--- src/shared/pulse_timer_defs.svh ---
// Offsets, field positions, reset values and limits of the three-channel timer.
// Included by the timer design files; holds definitions only.
`ifndef PULSE_TIMER_DEFS_SVH
`define PULSE_TIMER_DEFS_SVH

// Register index inside a channel, taken from address bits 5:2.
`define REG_CTRL 4'h0
`define REG_IOCTL 4'h1
`define REG_IEN 4'h2
`define REG_STATUS 4'h3
`define REG_COUNT 4'h4
`define REG_GR_A 4'h5
`define REG_LAST_CH0 4'h8
`define REG_LAST_CH12 4'h6
`define NUM_CH 2'h3

// Status and enable field positions.
`define FLAG_UNF 0
`define FLAG_OVF 1
`define FLAG_MATCH_LSB 2

// Per general register, four bits of the I/O control register.
`define IO_CAPTURE_BIT 3
`define OUT_HOLD 2'h0
`define OUT_LOW 2'h1
`define OUT_HIGH 2'h2
`define OUT_TOGGLE 2'h3

`define CNT_ZERO 16'h0000
`define CNT_MAX 16'hffff
`define GR_RESET 16'hffff

`define RESP_OKAY 2'h0
`define RESP_SLVERR 2'h2

`endif

--- src/shared/pulse_timer_pkg.sv ---
// Types shared by the timer design files.
// Used with pulse_timer_defs.svh for the numeric constants.
package pulse_timer_pkg;

  typedef struct packed {
    logic count_down;
    logic [2:0] clear_sel;
  } chan_cfg_t;

  typedef struct packed {
    logic [3:0] match;
    logic overflow;
    logic underflow;
  } chan_event_t;

  typedef enum logic [1:0] {
    BUS_IDLE = 2'b00,
    BUS_ANSWER = 2'b01
  } bus_state_t;

endpackage : pulse_timer_pkg

--- src/hdl/pulse_timer_unit.sv ---
// Three-channel timer with status flags, request lines and DMA activation.
// Assumes an AXI4-Lite master on i_clk and synchronous tick and capture inputs.
`timescale 1ns/1ps
`include "pulse_timer_defs.svh"

// Operation
// RULE1: Each source has its own flag and enable: match, overflow, underflow.
// RULE2: A set flag raises its request only when its enable bit is one.
// RULE3: A request stays up until its flag returns to zero.
// RULE4: Fixed priority: A, B, C, D, overflow, underflow; channel 0 first.
// RULE5: Every source has its own request line.
// RULE6: Capture or compare on a general register sets its match flag.
// RULE7: Eight match sources: four on channel 0, two on channels 1, 2.
// RULE8: Overflow sets the channel's overflow flag on all three channels.
// RULE9: Underflow sets the underflow flag, only on channels 1 and 2.
// RULE10: Only the four channel 0 match sources may request DMA.
// RULE11: Compare match fires in the last state where counter equals register.
// RULE12: On compare match the programmed output level drives the pin.
// RULE13: No second match until the next counter input clock.
// RULE14: Selected clear source reloads the counter with zero.
// RULE15: Down-count wrapping zero to all ones sets the underflow flag.
// RULE16: Software clears a flag by reading it as one, then writing zero.
// RULE17: A DMA transfer clears its activating flag without CPU write.
// RULE18: CPU clear acts at write end; request drops the next clock.
// RULE19: Up-count wrapping all ones to zero sets overflow the same clock.
module pulse_timer_unit
  import pulse_timer_pkg::*;
(
  input wire logic i_clk,
  input wire logic i_rst,
  input wire logic i_awvalid,
  output logic o_awready,
  input wire logic [7:0] i_awaddr,
  input wire logic i_wvalid,
  output logic o_wready,
  input wire logic [31:0] i_wdata,
  input wire logic [3:0] i_wstrb,
  output logic o_bvalid,
  input wire logic i_bready,
  output logic [1:0] o_bresp,
  input wire logic i_arvalid,
  output logic o_arready,
  input wire logic [7:0] i_araddr,
  output logic o_rvalid,
  input wire logic i_rready,
  output logic [31:0] o_rdata,
  output logic [1:0] o_rresp,
  input wire logic [2:0] i_count_tick,
  input wire logic [7:0] i_capture_pin,
  input wire logic [3:0] i_dma_done,
  output logic [7:0] o_compare_output_pin,
  output logic [7:0] o_match_irq,
  output logic [2:0] o_overflow_irq,
  output logic [1:0] o_underflow_irq,
  output logic [3:0] o_dma_req,
  output logic o_irq_pending,
  output logic [3:0] o_irq_source
);

  function automatic logic reg_ok(input logic [1:0] ch, input logic [3:0] r);
    if (ch == 2'h0) begin
      reg_ok = (r <= `REG_LAST_CH0);
    end else if (ch < `NUM_CH) begin
      reg_ok = (r <= `REG_LAST_CH12);
    end else begin
      reg_ok = 1'b0;
    end
  endfunction : reg_ok

  function automatic logic [15:0] merge16(input logic [15:0] old, input logic [15:0] d,
                                          input logic [1:0] s);
    merge16 = {s[1] ? d[15:8] : old[15:8], s[0] ? d[7:0] : old[7:0]};
  endfunction : merge16

  function automatic logic [3:0] first_set(input logic [12:0] p);
    first_set = 4'h0;
    for (int i = 12; i >= 0; i--) begin
      if (p[i]) begin
        first_set = 4'(i);
      end
    end
  endfunction : first_set

  bus_state_t wr_state;
  bus_state_t rd_state;
  logic [7:0] aw_addr;
  logic [31:0] w_data;
  logic [3:0] w_strb;

  chan_cfg_t cfg [3];
  logic [15:0] ioctl [3];
  logic [5:0] ien [3];
  logic [15:0] cnt [3];
  logic [3:0][15:0] gr [3];
  logic [5:0] flags [3];
  logic [5:0] irq [3];
  logic [3:0] pin [3];

  wire [1:0] wr_ch = aw_addr[7:6];
  wire [3:0] wr_reg = aw_addr[5:2];
  wire wr_ok = reg_ok(wr_ch, wr_reg);
  wire wr_fire = (wr_state == BUS_IDLE) && !o_awready && !o_wready;
  wire [1:0] gidx = 2'(wr_reg - `REG_GR_A);
  wire [1:0] rd_ch = i_araddr[7:6];
  wire [3:0] rd_reg = i_araddr[5:2];
  wire rd_ok = reg_ok(rd_ch, rd_reg);
  wire rd_fire = i_arvalid && o_arready;

  // Write channel: address and data are held until both have arrived.
  always_ff @(posedge i_clk) begin
    if (i_rst) begin
      wr_state <= BUS_IDLE;
      o_awready <= 1'b1;
      o_wready <= 1'b1;
      o_bvalid <= 1'b0;
      o_bresp <= `RESP_OKAY;
      aw_addr <= 8'h00;
      w_data <= 32'h0;
      w_strb <= 4'h0;
    end else begin
      if (i_awvalid && o_awready) begin
        o_awready <= 1'b0;
        aw_addr <= i_awaddr;
      end
      if (i_wvalid && o_wready) begin
        o_wready <= 1'b0;
        w_data <= i_wdata;
        w_strb <= i_wstrb;
      end
      case (wr_state)
        BUS_IDLE: begin
          if (wr_fire) begin
            wr_state <= BUS_ANSWER;
            o_bvalid <= 1'b1;
            o_bresp <= wr_ok ? `RESP_OKAY : `RESP_SLVERR;
          end
        end
        default: begin
          if (i_bready) begin
            wr_state <= BUS_IDLE;
            o_bvalid <= 1'b0;
            o_awready <= 1'b1;
            o_wready <= 1'b1;
          end
        end
      endcase
    end
  end

  logic [31:0] rd_word;

  always_comb begin
    rd_word = 32'h0;
    if (!rd_ok) begin
      rd_word = 32'h0;
    end else if (rd_reg == `REG_CTRL) begin
      rd_word = {28'h0, cfg[rd_ch]};
    end else if (rd_reg == `REG_IOCTL) begin
      rd_word = {16'h0, ioctl[rd_ch]};
    end else if (rd_reg == `REG_IEN) begin
      rd_word = {26'h0, ien[rd_ch]};
    end else if (rd_reg == `REG_STATUS) begin
      rd_word = {26'h0, flags[rd_ch]};
    end else if (rd_reg == `REG_COUNT) begin
      rd_word = {16'h0, cnt[rd_ch]};
    end else begin
      rd_word = {16'h0, gr[rd_ch][2'(rd_reg - `REG_GR_A)]};
    end
  end

  // Read channel: one word answered the cycle after the address is taken.
  always_ff @(posedge i_clk) begin
    if (i_rst) begin
      rd_state <= BUS_IDLE;
      o_arready <= 1'b1;
      o_rvalid <= 1'b0;
      o_rdata <= 32'h0;
      o_rresp <= `RESP_OKAY;
    end else begin
      case (rd_state)
        BUS_IDLE: begin
          if (rd_fire) begin
            rd_state <= BUS_ANSWER;
            o_arready <= 1'b0;
            o_rvalid <= 1'b1;
            o_rdata <= rd_word;
            o_rresp <= rd_ok ? `RESP_OKAY : `RESP_SLVERR;
          end
        end
        default: begin
          if (i_rready) begin
            rd_state <= BUS_IDLE;
            o_rvalid <= 1'b0;
            o_arready <= 1'b1;
          end
        end
      endcase
    end
  end

  genvar c;
  for (c = 0; c < 3; c++) begin : g_ch
    localparam int NM = (c == 0) ? 4 : 2;
    wire sel_w = wr_fire && wr_ok && (wr_ch == 2'(c));
    wire [15:0] wd = merge16((wr_reg == `REG_COUNT) ? cnt[c] : gr[c][gidx],
                             w_data[15:0], w_strb[1:0]);
    wire [3:0] gr_we = (sel_w && wr_reg >= `REG_GR_A) ? (4'h1 << gidx) : 4'h0;
    wire [3:0] cap_in;
    wire [3:0] dma_clr;
    chan_event_t ev;

    if (c == 0) begin : g_full
      assign cap_in = i_capture_pin[3:0];
      assign dma_clr = i_dma_done; // RULE17
    end else begin : g_half
      assign cap_in = {2'b00, i_capture_pin[2*c+2 +: 2]};
      assign dma_clr = 4'h0; // RULE10
    end

    always_ff @(posedge i_clk) begin
      if (i_rst) begin
        cfg[c] <= chan_cfg_t'(4'h0);
        ioctl[c] <= 16'h0;
        ien[c] <= 6'h00;
      end else begin
        if (sel_w && wr_reg == `REG_CTRL && w_strb[0]) begin
          cfg[c] <= chan_cfg_t'(w_data[3:0]);
        end
        if (sel_w && wr_reg == `REG_IOCTL) begin
          ioctl[c] <= merge16(ioctl[c], w_data[15:0], w_strb[1:0]);
        end
        if (sel_w && wr_reg == `REG_IEN && w_strb[0]) begin
          ien[c] <= w_data[5:0];
        end
      end
    end

    timer_channel #(
      .NUM_MATCH(NM),
      .HAS_UNDERFLOW(c != 0) // RULE9
    ) u_chan (
      .i_clk(i_clk),
      .i_rst(i_rst),
      .i_cfg(cfg[c]),
      .i_io(ioctl[c]),
      .i_tick(i_count_tick[c]),
      .i_capture(cap_in),
      .i_cnt_we(sel_w && wr_reg == `REG_COUNT),
      .i_gr_we(gr_we),
      .i_wdata(wd),
      .o_count(cnt[c]),
      .o_gr(gr[c]),
      .o_events(ev),
      .o_pin(pin[c])
    );

    timer_flags u_flags (
      .i_clk(i_clk),
      .i_rst(i_rst),
      .i_events(ev),
      .i_enable(ien[c]),
      .i_read(rd_fire && rd_ok && rd_ch == 2'(c) && rd_reg == `REG_STATUS), // RULE16
      .i_write(sel_w && wr_reg == `REG_STATUS && w_strb[0]),
      .i_wdata(w_data[5:0]),
      .i_dma_clear(dma_clr),
      .o_flags(flags[c]),
      .o_irq(irq[c])
    );
  end

  // Separate lines per source; index 0 is the highest priority.
  assign o_match_irq = {irq[2][3:2], irq[1][3:2], irq[0][5:2]}; // RULE5 RULE7
  assign o_overflow_irq = {irq[2][`FLAG_OVF], irq[1][`FLAG_OVF], irq[0][`FLAG_OVF]}; // RULE8
  assign o_underflow_irq = {irq[2][`FLAG_UNF], irq[1][`FLAG_UNF]}; // RULE9
  assign o_dma_req = irq[0][5:2]; // RULE10
  assign o_compare_output_pin = {pin[2][1:0], pin[1][1:0], pin[0]};

  wire [12:0] pend = {irq[2][0], irq[2][1], irq[2][3], irq[2][2],
                      irq[1][0], irq[1][1], irq[1][3], irq[1][2],
                      irq[0][1], irq[0][5], irq[0][4], irq[0][3], irq[0][2]};

  always_ff @(posedge i_clk) begin
    if (i_rst) begin
      o_irq_pending <= 1'b0;
      o_irq_source <= 4'h0;
    end else begin
      o_irq_pending <= |pend;
      o_irq_source <= first_set(pend); // RULE4
    end
  end

endmodule : pulse_timer_unit

--- src/hdl/timer_channel.sv ---
// One timer channel: counter, four general registers, match, capture and pins.
// Assumes i_tick and i_capture are synchronous to i_clk.
`timescale 1ns/1ps
`include "pulse_timer_defs.svh"

module timer_channel
  import pulse_timer_pkg::*;
#(
  parameter int NUM_MATCH = 4,
  parameter bit HAS_UNDERFLOW = 1'b1
) (
  input wire logic i_clk,
  input wire logic i_rst,
  input wire chan_cfg_t i_cfg,
  input wire logic [15:0] i_io,
  input wire logic i_tick,
  input wire logic [3:0] i_capture,
  input wire logic i_cnt_we,
  input wire logic [3:0] i_gr_we,
  input wire logic [15:0] i_wdata,
  output logic [15:0] o_count,
  output logic [3:0][15:0] o_gr,
  output chan_event_t o_events,
  output logic [3:0] o_pin
);

  localparam logic [3:0] PRESENT = (NUM_MATCH == 4) ? 4'hf : 4'h3;

  function automatic logic clear_hit(input logic [3:0] h, input logic [2:0] s);
    case (s)
      3'h1: clear_hit = h[0];
      3'h2: clear_hit = h[1];
      3'h3: clear_hit = h[2];
      3'h4: clear_hit = h[3];
      default: clear_hit = 1'b0;
    endcase
  endfunction : clear_hit

  function automatic logic next_pin(input logic cur, input logic [1:0] m);
    case (m)
      `OUT_LOW: next_pin = 1'b0;
      `OUT_HIGH: next_pin = 1'b1;
      `OUT_TOGGLE: next_pin = ~cur;
      default: next_pin = cur;
    endcase
  endfunction : next_pin

  logic [3:0] capture_prev;
  logic [3:0] cmp_hit;
  logic [3:0] cap_hit;

  always_comb begin
    for (int i = 0; i < 4; i++) begin
      cmp_hit[i] = PRESENT[i] & ~i_io[4*i+`IO_CAPTURE_BIT] & i_tick & (o_count == o_gr[i]); // RULE11 RULE13
      cap_hit[i] = PRESENT[i] & i_io[4*i+`IO_CAPTURE_BIT] & i_capture[i] & ~capture_prev[i];
    end
  end

  wire [3:0] hit = cmp_hit | cap_hit; // RULE6
  wire count_down = HAS_UNDERFLOW & i_cfg.count_down;
  wire clear = clear_hit(hit, i_cfg.clear_sel);
  wire wrap_up = i_tick & ~count_down & (o_count == `CNT_MAX);
  wire wrap_down = i_tick & count_down & (o_count == `CNT_ZERO);
  wire no_flag = clear | i_cnt_we;
  wire [15:0] next_count = i_cnt_we ? i_wdata :
                           clear ? `CNT_ZERO : // RULE14
                           !i_tick ? o_count :
                           count_down ? o_count - 16'h0001 : o_count + 16'h0001;

  assign o_events.match = hit;
  assign o_events.overflow = wrap_up & ~no_flag; // RULE19
  assign o_events.underflow = wrap_down & ~no_flag; // RULE15

  always_ff @(posedge i_clk) begin
    if (i_rst) begin
      o_count <= `CNT_ZERO;
      capture_prev <= 4'h0;
    end else begin
      o_count <= next_count;
      capture_prev <= i_capture;
    end
  end

  always_ff @(posedge i_clk) begin
    for (int i = 0; i < 4; i++) begin
      if (i_rst) begin
        o_gr[i] <= `GR_RESET;
        o_pin[i] <= 1'b0;
      end else begin
        if (cap_hit[i]) begin
          o_gr[i] <= o_count;
        end else if (i_gr_we[i]) begin
          o_gr[i] <= i_wdata;
        end
        if (cmp_hit[i]) begin
          o_pin[i] <= next_pin(o_pin[i], i_io[4*i +: 2]); // RULE12
        end
      end
    end
  end

endmodule : timer_channel

--- src/hdl/timer_flags.sv ---
// Status flags, clear sequence and registered request lines of one channel.
// Assumes one-cycle read and write strobes from the register slave.
`timescale 1ns/1ps
`include "pulse_timer_defs.svh"

module timer_flags
  import pulse_timer_pkg::*;
(
  input wire logic i_clk,
  input wire logic i_rst,
  input wire chan_event_t i_events,
  input wire logic [5:0] i_enable,
  input wire logic i_read,
  input wire logic i_write,
  input wire logic [5:0] i_wdata,
  input wire logic [3:0] i_dma_clear,
  output logic [5:0] o_flags,
  output logic [5:0] o_irq
);

  logic [5:0] armed;

  wire [5:0] cpu_clear = i_write ? (armed & ~i_wdata) : 6'h00; // RULE16
  wire [5:0] dma_clear = {i_dma_clear, 2'b00}; // RULE17
  wire [5:0] next_flags = i_events | (o_flags & ~cpu_clear & ~dma_clear); // RULE1
  wire [5:0] next_armed = i_read ? o_flags : (i_write ? 6'h00 : armed);

  always_ff @(posedge i_clk) begin
    if (i_rst) begin
      o_flags <= 6'h00;
      armed <= 6'h00;
      o_irq <= 6'h00;
    end else begin
      o_flags <= next_flags; // RULE18
      armed <= next_armed;
      o_irq <= o_flags & i_enable; // RULE2 RULE3
    end
  end

endmodule : timer_flags

--- config.mk ---
export PLATFORM = sky130hd
export DESIGN_NAME = pulse_timer_unit
export DESIGN_NICKNAME = d
export VERILOG_FILES = /design/src/shared/pulse_timer_pkg.sv /design/src/hdl/pulse_timer_unit.sv /design/src/hdl/timer_channel.sv /design/src/hdl/timer_flags.sv
export VERILOG_INCLUDE_DIRS = /design/src /design/src/shared
export SDC_FILE = /design/constraint.sdc
export NUM_CORES = 1
export LEC_CHECK = 0
export BUFFER_PORTS_ARGS = -buffer_cell sky130_fd_sc_hd__clkbuf_2
export CAP_MARGIN = 20
export CELL_PAD_IN_SITES_DETAIL_PLACEMENT = 2
export CELL_PAD_IN_SITES_GLOBAL_PLACEMENT = 2
export CORE_ASPECT_RATIO = 0.8
export CORE_MARGIN = 4
export CORE_UTILIZATION = 35
export DETAILED_ROUTE_END_ITERATION = 10
export GPL_TIMING_DRIVEN = 0
export MAX_ROUTING_LAYER = met4
export PLACE_DENSITY_LB_ADDON = 0.1
export SLEW_MARGIN = 40
export SYNTH_ARGS = -nofsm -noshare
export SYNTH_HDL_FRONTEND = slang
export SYNTH_HIERARCHICAL = 1
export SYNTH_SLANG_ARGS = --single-unit
--- constraint.sdc ---
create_clock -name i_clk -period 3.8 [get_ports i_clk]
set_clock_uncertainty 0.1 [all_clocks]
set_input_delay 0.57 -clock i_clk [delete_from_list [all_inputs] [get_ports i_clk]]
set_output_delay 0.57 -clock i_clk [all_outputs]
set_load 0.03 [all_outputs]
# --- Word level (Yosys, flattened, before mapping) ---
# Memory sizes are Yosys's and may differ from the RTL's.
# Cells that the tools add are included.
op_classes:
  shifts: 1
  eq_ne: 61
  n_reduce_logical: 94
  magnitude_cmp: 10
  n_bitwise: 109
  addsub: 7
  n_mux: 165
op_table:
  columns: ["cell", "count"]
  rows:
  - ["16-bit 2-to-1 mux", 45]
  - ["16-bit binary-select mux with 2-bit select", 5]
  - ["64-bit binary-select mux with 2-bit select", 1]
  - ["16-bit == test", 8]
  - ["64-bit 2-to-1 mux", 2]
  - ["8-bit 2-to-1 mux", 12]
  - ["6-bit 2-to-1 mux", 14]
  - ["1-bit 2-to-1 mux", 49]
  - ["16-bit by 1-bit adder with 16-bit output, second input constant", 3]
  - ["6-bit bitwise AND", 8]
  - ["16-bit == test, second input constant", 3]
  - ["1-bit bitwise AND", 46]
  - ["4-bit 2-to-1 mux", 11]
  - ["1-bit logical AND", 43]
  - ["2-bit == test, second input constant", 18]
  - ["3-bit nonzero test", 11]
  - ["16-bit zero test", 2]
  - ["16-bit by 1-bit subtractor with 16-bit output, second input constant", 2]
  - ["6-bit inverter", 5]
  - ["1-bit inverter", 29]
  - ["2-bit nonzero test", 13]
  - ["1-bit one-hot mux with 3 select lines", 8]
  - ["2-bit AND reduction", 12]
  - ["2-bit by 1-bit == test with 1-bit output, second input constant", 10]
  - ["other kinds (34)", 87]
word_totals:
  out_inout_bits: 71
  mem_count: 3
  ff_bits: 382
  inputBits: 74
  ram_bits: 78
  word_cells: 503
memory_table:
  columns: ["name", "depth", "width", "read_ports", "rd_clocked_by_memory_dff", "wr", "line_no", "rtl"]
  rows:
  - ["ioctl", 3, 16, 4, 0, 3, "pulse_timer_unit.sv:91", "logic [15:0] ioctl [3];"]
  - ["ien", 3, 6, 4, 0, 3, "pulse_timer_unit.sv:92", "logic [5:0] ien [3];"]
  - ["cfg", 3, 4, 4, 0, 3, "pulse_timer_unit.sv:90", "chan_cfg_t cfg [3];"]

# --- Logic depth before layout (Yosys ltp) ---
# Gate-level depths: netlist (run 1).
depth:
  word_depth: 12
  ltp_mapped: 16
  mapped_depth_nobuf: 12

# --- By module ---
# Netlist (run 1), hierarchy kept.
modules_own_cells:
  columns: ["mod", "cells_each", "area_per_inst_um2", "seq_area_each_um2", "n_inst"]
  rows:
  - ["pulse_timer_unit", 1177, 10681.5, 3383.2, 1]
  - ["timer_channel at g_ch[0].u_chan", 635, 5281.3, 1761.7, 1]
  - ["timer_channel at g_ch[2].u_chan", 584, 4984.8, 1681.6, 1]
  - ["timer_channel at g_ch[1].u_chan", 574, 4872.2, 1681.6, 1]
  - ["timer_flags", 73, 710.7, 360.3, 3]

# --- Least setup slack after synthesis (run 1) ---
# OpenSTA, ideal clock, no wires.
synth_path:
  path_kind: "reg2reg"
  start: "register aw_addr[2]"
  end: "register g_ch[0].u_chan/o_gr[11] (netlist bit)"
  n_path_buf: 5
  path_stages_with_launch: 17
  synth_period_minus_slack_ps: 3597
  slack_ps: 203
  setup_ps: 117
  required_ps: 3583
  arrival_ps: 3380
  cell_sequence: "dfxtp_1 > clkbuf_1 > clkbuf_1 > inv_1 > ha_1 > inv_1 > o21ai_1 > or4b_1 > buf_4 > nor2_1 > and2_1 > clkbuf_1 > clkbuf_1 > mux2i_1 > nand2_1 > o21ai_0 > nand2b_1"
synth_via:
  elab_chain_len: 8
  elab_cells_between_ends: 19
  classes_between: "add/sub (1); order compare (3); eq/ne (1); shift (1); mux (9); reduce/logical (4)"
synth_lines:
  columns: ["element", "line_no", "rtl"]
  rows:
  - ["start, declared", "pulse_timer_unit.sv:86", "logic [7:0] aw_addr;"]
  - ["start signal, assigned", "pulse_timer_unit.sv:123", "aw_addr <= i_awaddr;"]
  - ["4-bit by 3-bit <= comparator with 1-bit output (no source line)", null, null]
  - ["1-bit 2-to-1 mux", "pulse_timer_unit.sv:63", "end else if (ch < `NUM_CH) begin"]
  - ["1-bit 2-to-1 mux", "pulse_timer_unit.sv:61", "if (ch == 2'h0) begin"]
  - ["1-bit logical AND (2 in a row)", "pulse_timer_unit.sv:204", "wire sel_w = wr_fire && wr_ok && (wr_ch == 2'(c));"]
  - ["1-bit logical AND (no source line)", null, null]
  - ["4-bit 2-to-1 mux (*)", "pulse_timer_unit.sv:207", "wire [3:0] gr_we = (sel_w && wr_reg >= `REG_GR_A) ? (4'h1 << gidx) : 4'h0;"]
  - ["named net g_ch[0].gr_we[0]", "pulse_timer_unit.sv:207", null]
  - ["2-bit nonzero test (no source line) (*)", null, null]
  - ["end signal, assigned by index", "timer_channel.sv:87", "o_gr[i] <= `GR_RESET;"]
  - ["end signal, assigned by index", "timer_channel.sv:91", "o_gr[i] <= o_count;"]
  - ["end signal, assigned by index", "timer_channel.sv:93", "o_gr[i] <= i_wdata;"]
  - ["end, declared", "timer_channel.sv:22", "output logic [3:0][15:0] o_gr,"]
# The timed path passes the listed nets; every way through them passes the cells marked *. The select of a mux whose other input is x is not followed.
# A chain may end at the register's enable or synchronous reset.

==> results of run 1 <==
## cell type report
type / count / area (um2)
fillers: 8679 / 46700
well taps: 1034 / 1290
repair buffers: 109 / 582
plain buffers: 276 / 1570
diodes: 4 / 10.0
inverters: 50 / 188
clock inverters: 24 / 300
multi-input cells: 2422 / 17000
clock buffers: 71 / 1540
flip-flops and latches: 435 / 9490
## state kept, by name (all words and copies together), names as in the netlist, 12 cells and up
register,count
g_ch.u_chan/o_gr,192
g_ch.u_chan/o_count,48
ioctl,48
g_ch.u_flags/armed,18
g_ch.u_flags/o_flags,18
ien,18
o_rdata,16
w_data,16
g_ch.u_flags/o_irq,13
cfg,12
## report_power, final
group / switching (W) / leakage [nW] / internal, W
sequential: 0.000337 / 3.73 / 0.00486
clock: 0.00227 / 0.909 / 0.00324
combinational: 0.00157 / 6.95 / 0.000781
total: 0.00418 / 11.6 / 0.00888
## stage by stage
| stage | instance area [um2] | std cells | setup WS, ns |
|---|---|---|---|
| 6_report | 32000 | 4425 | -0.0216 |
| 5_1_grt | 32000 | 4424 | -0.102 |
| 4_1_cts | 31900 | 4425 | -0.0841 |
| 3_5_place_dp | 29800 | 4337 | -1.65 |
| 3_3_place_gp | 29700 | 4331 | -3.57 |
| 2_1_floorplan | 27900 | 3197 | 0.203 |
## final timing paths
kind | startpoint | cells after the start | slack [ns] | end
setup / recovery | g_ch[1].u_chan/o_count[0] | 12 | -0.02 | g_ch[1].u_flags/o_flags[0]
hold / removal | i_wvalid | 2 | 0.04 | o_wready
setup reg to reg | g_ch[1].u_chan/o_count[0] | 12 | -0.02 | g_ch[1].u_flags/o_flags[0]
hold reg to reg | g_ch[1].u_flags/armed[1] | 1 | 0.35 | g_ch[1].u_flags/o_flags[1]
## repair_timing
action,4_1_cts,5_1_grt
endpoints found under the setup margin,245,126
buffers inserted,1,2
resized for setup,69,27
pin swaps,1,1
## metal layers
| layer | vias up | GRT usage, % | part of all wire (%) |
|---|---|---|---|
| met5 | - | - | 0 |
| met3 | 224 | 8.98 | 7.8 |
| met1 | 14100 | 47.1 | 45 |
| met4 | 0 | 9.96 | 3.1 |
| met2 | 925 | 54.3 | 44 |
| li1 | 11600 | - | - |
## critical path: stages (launching register included)
cell      delay (ns)
dfxtp_1         0.45
clkbuf_1        0.60
xor2_1          0.23
nor4_1          0.09
nand2_1         0.15
o31ai_4         0.11
a22oi_2         0.53
buf_2           0.36
nor2_1          0.13
nor4_2          0.37
buf_4           0.23
nor2_1          0.05
a311oi_1        0.29
==> metrics.txt, run 1 <==
clock sink count=between 400 and 500; GRT overflow=0; most frequent cells in the layout=nand2_1 (504), dfxtp_1 (355), mux2i_1 (241), o21ai_0 (230), a21oi_1 (128); worst vdd rail ir drop=0.310 mV; crit path capture type=flop; Util after Layout=40.7%; Synth warnings=6; pins over their slew limit=0; unrepaired setup endpoints after global routing=yes; TritonCTS clock tree=built; drc violations=0; Worst-path clk slew=0.06 ns; Die Span X=323 um; worst-margin pin slew=0.978 ns; Layout area overhead=15.2%; Mapped Avg Cell Area=8.76 um2; DRT Pass-1 Iters=5; CTS H-tree depth=2; Post-DRT Antenna Nets=0; Data arrival, critical path=between 4 and 5 ns; worst rel slew slack=32.9%; cts hold-fix bufs=0; power consumption=0.0131 W; type of origin of the critical path=flop; setup ws final=-0.0216 ns; initial antenna violation count=8; total CTS buffers=approximately 50; endpoints failing hold=0; Die ar.=84000 um2; Detailed Route WL=about 150 mm; Die Y=around 260 um; root buf cell=clkbuf_16; critical path peak fanout=10; failing checks=setup timing; Data required, critical path=4.24 ns; Pleak=11.6 nW; Worst Hold Class=primary input to flop; number of nets in the layout=3462; via count=about 27000; First DRT Iteration DRCs=2494; category of the most critical setup path=flop to flop; CTS Buffer Depth=3; Syn Inst Count=~3200; Final GP Congestion=1.16; largest net degree at the start of global routing=28; port bufs=100; fmax=262 MHz; vias per cell=6.06; share of the clock period used by the worst path=101%; Final min period=3.82 ns; starting density of the core=a little over a third; placed wire-length estimate=120 mm; I/O Pins=145; Total GRT Usage=between 30% and 40%; worst slack on hold paths=0.0428 ns; average wire per cell in the routed design=33.6 um; PD cells=408 nW/um2; outcome=complete, but fails checks; Finish-stage setup viols=1; vias in the first global route=between 20000 and 30000; std cell rows=approximately 90; CORE AREA=slightly below 80000 um2; MaxCap Viol Count=0; commonest non-fill, non-tap cell in the layout=nand2_1; Fin Setup TNS=-0.0216 ns; worst skew pair latency=0.64 ns; first-pass GRT wire length=210 mm; Syn Std Cell Area=27800 um2; share of layout cells above drive strength 1=17.2%
(Power assumes the default switching activity.)
==> run 2: changes to the inputs <==
--- a/config.mk
+++ b/config.mk
@@ -6,13 +6,14 @@
 export SDC_FILE = /design/constraint.sdc
 export NUM_CORES = 1
 export LEC_CHECK = 0
+export ABC_AREA = 1
 export BUFFER_PORTS_ARGS = -buffer_cell sky130_fd_sc_hd__clkbuf_2
 export CAP_MARGIN = 20
 export CELL_PAD_IN_SITES_DETAIL_PLACEMENT = 2
 export CELL_PAD_IN_SITES_GLOBAL_PLACEMENT = 2
 export CORE_ASPECT_RATIO = 0.8
 export CORE_MARGIN = 4
-export CORE_UTILIZATION = 35
+export CORE_UTILIZATION = 32
 export DETAILED_ROUTE_END_ITERATION = 10
 export GPL_TIMING_DRIVEN = 0
 export MAX_ROUTING_LAYER = met4
==> metrics.txt, run 2 <==
outcome=complete, but fails checks; failing checks=setup timing; critical path peak fanout=13 (+3); fmax=262 MHz (about the same); drc violations=0 (unchanged); Die ar.=91200 um2 (+8.5%); Data arrival, critical path=4.26 ns (about the same); Logic pwr share=21.0% (+3.0 points); placed wire-length estimate=127 mm (+6.1%); worst slack on hold paths=0.0445 ns (+0.00175 ns); worst vdd rail ir drop=0.310 mV (+0.16%); P_int=0.00896 W (+0.82%); slowest stage delay, CP=0.70 ns (+0.10 ns); via count=31700 (+18%); most frequent cells in the layout=nand2_1 (1138), nor2_1 (434), inv_1 (367), dfxtp_1 (356), nand3_1 (345); worst skew pair latency=0.66 ns (+0.02 ns); worst rel slew slack=34.1% (+1.2 points); root buf cell=clkbuf_16; CORE AREA=85600 um2 (+8.8%); Seq pwr share=38.4% (-1.4 points); Syn Inst Count=4086 (+29%); unrepaired setup endpoints after global routing=no; CTS H-tree depth=2 (unchanged); clock sink count=435 (unchanged); category of the most critical setup path=flop to flop; P_sw=0.00495 W (+18%); Buf/Inv on CP=6 (+3); Post-DRT Antenna Nets=0 (unchanged); Detailed Route WL=159 mm (+6.7%); Worst Hold Class=primary input to flop; slowest CP cell=clkbuf_1; Die Y=271 um (+4.2%); Data required, critical path=4.24 ns (about the same); first-pass GRT wire length=229 mm (+8.9%); commonest non-fill, non-tap cell in the layout=nand2_1; Util after Layout=37.2% (-3.4 points); crit-path leading delay family=buffers and inverters; First DRT Iteration DRCs=3225 (+29%); Syn Std Cell Area=27600 um2 (-0.54%); Worst-path clk slew=0.07 ns (about the same); cts hold-fix bufs=0 (unchanged); GRT overflow=0 (unchanged); starting density of the core=32.3% (-3.0 points); max FFs per register=192 (unchanged); Clock Power Share=40.6% (-1.5 points); std cell rows=96 (+4.3%); average wire per cell in the routed design=29.1 um (-13%); fill cell count=10400 (+20%); largest net degree at the start of global routing=19 (-32%); Layout area overhead=15.4%; port bufs=101 (+1.0%); largest registers=g_ch.u_chan/o_gr x192, g_ch.u_chan/o_count x48, ioctl x48; Total GRT Usage=35.1% (-0.58 points); Largest Register=g_ch.u_chan/o_gr; endpoints failing hold=0 (unchanged); switching share of power=35.6% (+3.6 points); total CTS buffers=52 (+2.0%); power consumption=0.0139 W (+6.4%); Pleak=14.8 nW (+28%); initial antenna violation count=8 (unchanged); share of layout cells above drive strength 1=11.8% (-5.5 points); critical path, cell by cell=buf_6 > inv_2 > buf_12 > ha_1 > nand3_2 > clkbuf_1 > clkbuf_1 > o211ai_1 > nand2_1 > inv_1 > o211ai_1; Final min period=3.82 ns (-0.00124 ns); Finish-stage setup viols=1 (unchanged); Synth warnings=6 (unchanged); Final GP Congestion=0.988 (-15%); PD cells=436 nW/um2 (+6.8%); setup ws final=-0.0203 ns (+0.00124 ns); Die Span X=337 um (+4.2%); Fin Setup TNS=-0.0203 ns (+0.00124 ns); TritonCTS clock tree=built; MaxCap Viol Count=0 (unchanged); I/O Pins=145 (unchanged); type of origin of the critical path=flop; dpl ws=-1.08 ns (+0.568 ns); crit path capture type=flop; worst-margin pin slew=0.989 ns (+0.0105 ns); pins over their slew limit=0 (unchanged); vias per cell=5.82 (-4.0%); vias in the first global route=32000 (+14%); share of the clock period used by the worst path=101% (about the same); CTS Buffer Depth=3 (unchanged); Mapped Avg Cell Area=6.76 um2 (-23%); DRT Pass-1 Iters=5 (unchanged); number of nets in the layout=4389 (+27%)
==> run 2: area by class of cell <==
type                       instances  area [um2]  share of cell area, %
multi-input combinational       2998       15500                   48.5
sequential                       435        9490                   29.8
inverter                         415        1570                   4.92
clock buffer                      72        1550                   4.87
buffer                           262        1470                   4.60
tap                             1127        1410                   4.42
timing repair buffer             108         573                   1.80
clock inverter                    22         337                   1.06
antenna                            7        17.5                 0.0549
==> run 2: metrics by stage <==
step / area [um2] / cells
6_report: 31900 / 5446
5_1_grt: 31900 / 5445
4_1_cts: 31800 / 5441
3_5_place_dp: 29700 / 5345
3_3_place_gp: 29700 / 5341
2_1_floorplan: 27700 / 4113
==> run 2: power groups by stage <==
stage	Sequential [W]	Clock (W)	Combinational (W)
floorplan	0.00518	0	0.00171
detailed placement	0.00541	0	0.00279
CTS	0.00532	0.00570	0.00282
global placement	0.00542	0	0.00272
global route	0.00534	0.00590	0.00315
finish	0.00534	0.00564	0.00293
==> run 2: repair_timing <==
| item | 4_1_cts | 5_1_grt |
|---|---|---|
| gates resized for setup | 50 | 70 |
| setup buffers | 2 | 1 |
| setup endpoints to repair | 335 | 173 |
| pin swaps | 1 | 2 |
==> run 2: worst paths after layout <==
kind	start	end	slack [ns]	cells after the start
setup / recovery	aw_addr[2]	g_ch[1].u_chan/o_gr[53]	-0.02	11
hold / removal	i_awvalid	o_awready	0.04	2
setup reg to reg	aw_addr[2]	g_ch[1].u_chan/o_gr[53]	-0.02	11
hold reg to reg	o_rdata[8]	o_rdata[8]	0.37	2
==> run 2: per-layer routing <==
layer | GRT usage, % | vias up | wire, um
met3 | 6.62 | 213 | 13100
met1 | 50.9 | 16200 | 75400
met2 | 49.7 | 1233 | 65600
li1 | - | 14100 | -
met4 | 9.03 | 0 | 4710
met5 | - | - | 0
==> run 3: changes to the inputs <==
--- a/config.mk
+++ b/config.mk
@@ -13,7 +13,7 @@
 export CELL_PAD_IN_SITES_GLOBAL_PLACEMENT = 2
 export CORE_ASPECT_RATIO = 0.8
 export CORE_MARGIN = 4
-export CORE_UTILIZATION = 32
+export CORE_UTILIZATION = 35
 export DETAILED_ROUTE_END_ITERATION = 10
 export GPL_TIMING_DRIVEN = 0
 export MAX_ROUTING_LAYER = met4
==> constraint.sdc (replaced) <==
create_clock -name i_clk -period 3.55 [get_ports i_clk]
set_clock_uncertainty 0.1 [all_clocks]
set_input_delay 0.5325 -clock i_clk [delete_from_list [all_inputs] [get_ports i_clk]]
set_output_delay 0.5325 -clock i_clk [all_outputs]
set_load 0.03 [all_outputs]
==> metrics.txt, run 3 (synthesized netlist as in run 2, its figures left out) <==
First DRT Iteration DRCs=4120 (+28%); initial antenna violation count=7 (-1); starting density of the core=35.6% (+3.3 points); vias per cell=6.11 (+5.0%); Die Span X=322 um (-4.3%); Post-DRT Antenna Nets=0 (unchanged); critical path peak fanout=11 (-2); Die Y=259 um (-4.3%); dpl ws=-1.25 ns (-0.167 ns); Data required, critical path=3.96 ns (-0.28 ns); Die ar.=83500 um2 (-8.3%); MaxCap Viol Count=0 (unchanged); Util after Layout=41.0% (+3.8 points); outcome=complete, but fails checks; CORE AREA=77700 um2 (-9.3%); TritonCTS clock tree=built; Buf/Inv on CP=6 (unchanged); crit-path leading delay family=buffers and inverters; clock sink count=435 (unchanged); share of layout cells above drive strength 1=11.8% (about the same); worst slack on hold paths=0.0128 ns (-0.0317 ns); most frequent cells in the layout=nand2_1 (1139), nor2_1 (434), inv_1 (368), dfxtp_1 (354), nand3_1 (345); Detailed Route WL=169 mm (+6.4%); slowest CP cell=clkbuf_1; vias in the first global route=33000 (+3.1%); largest net degree at the start of global routing=19 (unchanged); CTS H-tree depth=2 (unchanged); worst skew pair latency=0.66 ns (about the same); PD cells=472 nW/um2 (+8.3%); worst-margin pin slew=0.952 ns (-0.0364 ns); Finished Layout Cells=5357 (-1.6%); type of origin of the critical path=primary input; crit path capture type=flop; worst vdd rail ir drop=0.314 mV (+1.3%); Largest Register=g_ch.u_chan/o_gr; worst rel slew slack=36.5% (+2.4 points); Worst Hold Class=primary input to flop; std cell rows=91 (-5.2%); slowest stage delay, CP=0.52 ns (-0.18 ns); CTS Buffer Depth=3 (unchanged); Total GRT Usage=40.6% (+5.5 points); Finish-stage setup viols=1 (unchanged); Inst Count DP=5241 (-1.9%); commonest non-fill, non-tap cell in the layout=nand2_1; power consumption=0.0150 W (+8.1%); critical path, cell by cell=clkbuf_2 > inv_1 > buf_2 > clkbuf_4 > ha_1 > clkinvlp_4 > clkbuf_1 > nand3_1 > nand3_1 > nand3_1 > nand3_1 > nand2_1 > nand2_1 > a21oi_1; fill cell count=9523 (-8.2%); average wire per cell in the routed design=31.5 um (+8.2%); endpoints failing hold=0 (unchanged); DRT Pass-1 Iters=6 (+1); Multi-input gate area=15500 um2 (about the same); unrepaired setup endpoints after global routing=no; Final GP Congestion=1.06 (+7.7%); Layout area overhead=15.2%; GRT overflow=0 (unchanged); Final min period=3.58 ns; Pleak=14.8 nW (+0.15%); largest registers=g_ch.u_chan/o_gr x192, g_ch.u_chan/o_count x48, ioctl x48; r2r setup slk=0.03 ns (+0.05 ns); placed wire-length estimate=133 mm (+4.7%); Reg area=9490 um2 (about the same); I/O Pins=145 (unchanged); setup ws final=-0.0334 ns (-0.0131 ns); Worst-path clk slew=0.06 ns (about the same); Data arrival, critical path=3.99 ns (-0.27 ns); category of the most critical setup path=primary input to flop; total CTS buffers=51 (-1.9%); root buf cell=clkbuf_16; number of nets in the layout=4397 (+0.18%); failing checks=setup timing; share of the clock period used by the worst path=101%; most common cell type on the critical path=nand3_1; drc violations=0 (unchanged); pins over their slew limit=0 (unchanged); max FFs per register=192 (unchanged); port bufs=101 (unchanged); via count=32700 (+3.3%); first-pass GRT wire length=241 mm (+5.4%); fmax=~280 MHz
run 3: cell count changes in the layout (fill, tap and decap cells not counted), moves of 4 or more:
cell / change
clkbuf_8: -5
clkbuf_16: -5
diode_2: +4
o21ai_1: +4
buf_4: +4
bufinv_16: +5
clkinv_2: +6
run 3: path summary, 6_finish.rpt:
| kind | endpoint | from | cells after the start |
|---|---|---|---|
| hold / removal | g_ch[1].u_chan/capture_prev[1] | i_capture_pin[5] | 3 |
| setup reg to reg | g_ch[2].u_flags/o_flags[0] | g_ch[2].u_chan/o_count[9] | 12 |
| setup / recovery | o_rdata[6] | i_araddr[2] | 14 |
| hold reg to reg | o_rdata[14] | o_rdata[14] | 2 |
run 3: routing by layer:
layer	up-vias	global-route usage, %	part of all wire (%)
met5	-	-	0
met4	0	13.9	3.9
met3	337	10.1	10
met2	1644	58.3	41
met1	16700	55.6	45
li1	14100	-	-
run 3: what timing repair did:
action                                  in CTS  in global routing
endpoints found under the setup margin     333                215
gates resized for setup                     73                 38
endpoints found under the hold margin        3                  0
pin swaps                                    5                  2
setup buffers                                6                  1
hold buffers                                 3                  0
run 3: worst register-to-register path, stage by stage, from the launching register on:
cell and delay, ns:
dfxtp_1 0.83, inv_1 0.35, nand2_1 0.14, nand4_1 0.10
nor2_1 0.47, nand3_1 0.20, nand2_1 0.30, nand2_4 0.19
nand3_4 0.22, buf_8 0.20, nor2_4 0.08, inv_1 0.14
a21oi_1 0.09
run 3: layout make-up:
type	instances	area share [%]
diodes	11	0.0865
plain buffers	264	4.59
clock buffers	61	4.25
clock inverters	35	1.64
inverters	415	4.95
multi-input cells	2998	48.6
flip-flops and latches	435	29.8
well taps	1023	4.02
repair buffers	115	2.00
run 3: where the power goes:
| part | switching [W] | leakage [nW] | internal [W] |
|---|---|---|---|
| clock network | 0.00251 | 0.915 | 0.00356 |
| logic | 0.00236 | 10.2 | 0.000845 |
| registers | 0.000540 | 3.73 | 0.00523 |
| total | 0.00540 | 14.8 | 0.00963 |
run 3: metrics by stage:
step	area, um2	setup TNS [ns]
after global routing	31800	0
after floorplan	27700	0
after detailed placement	29600	-220.16
final	31800	-0.0334
after CTS	31700	0
after global placement	29500	-373.23
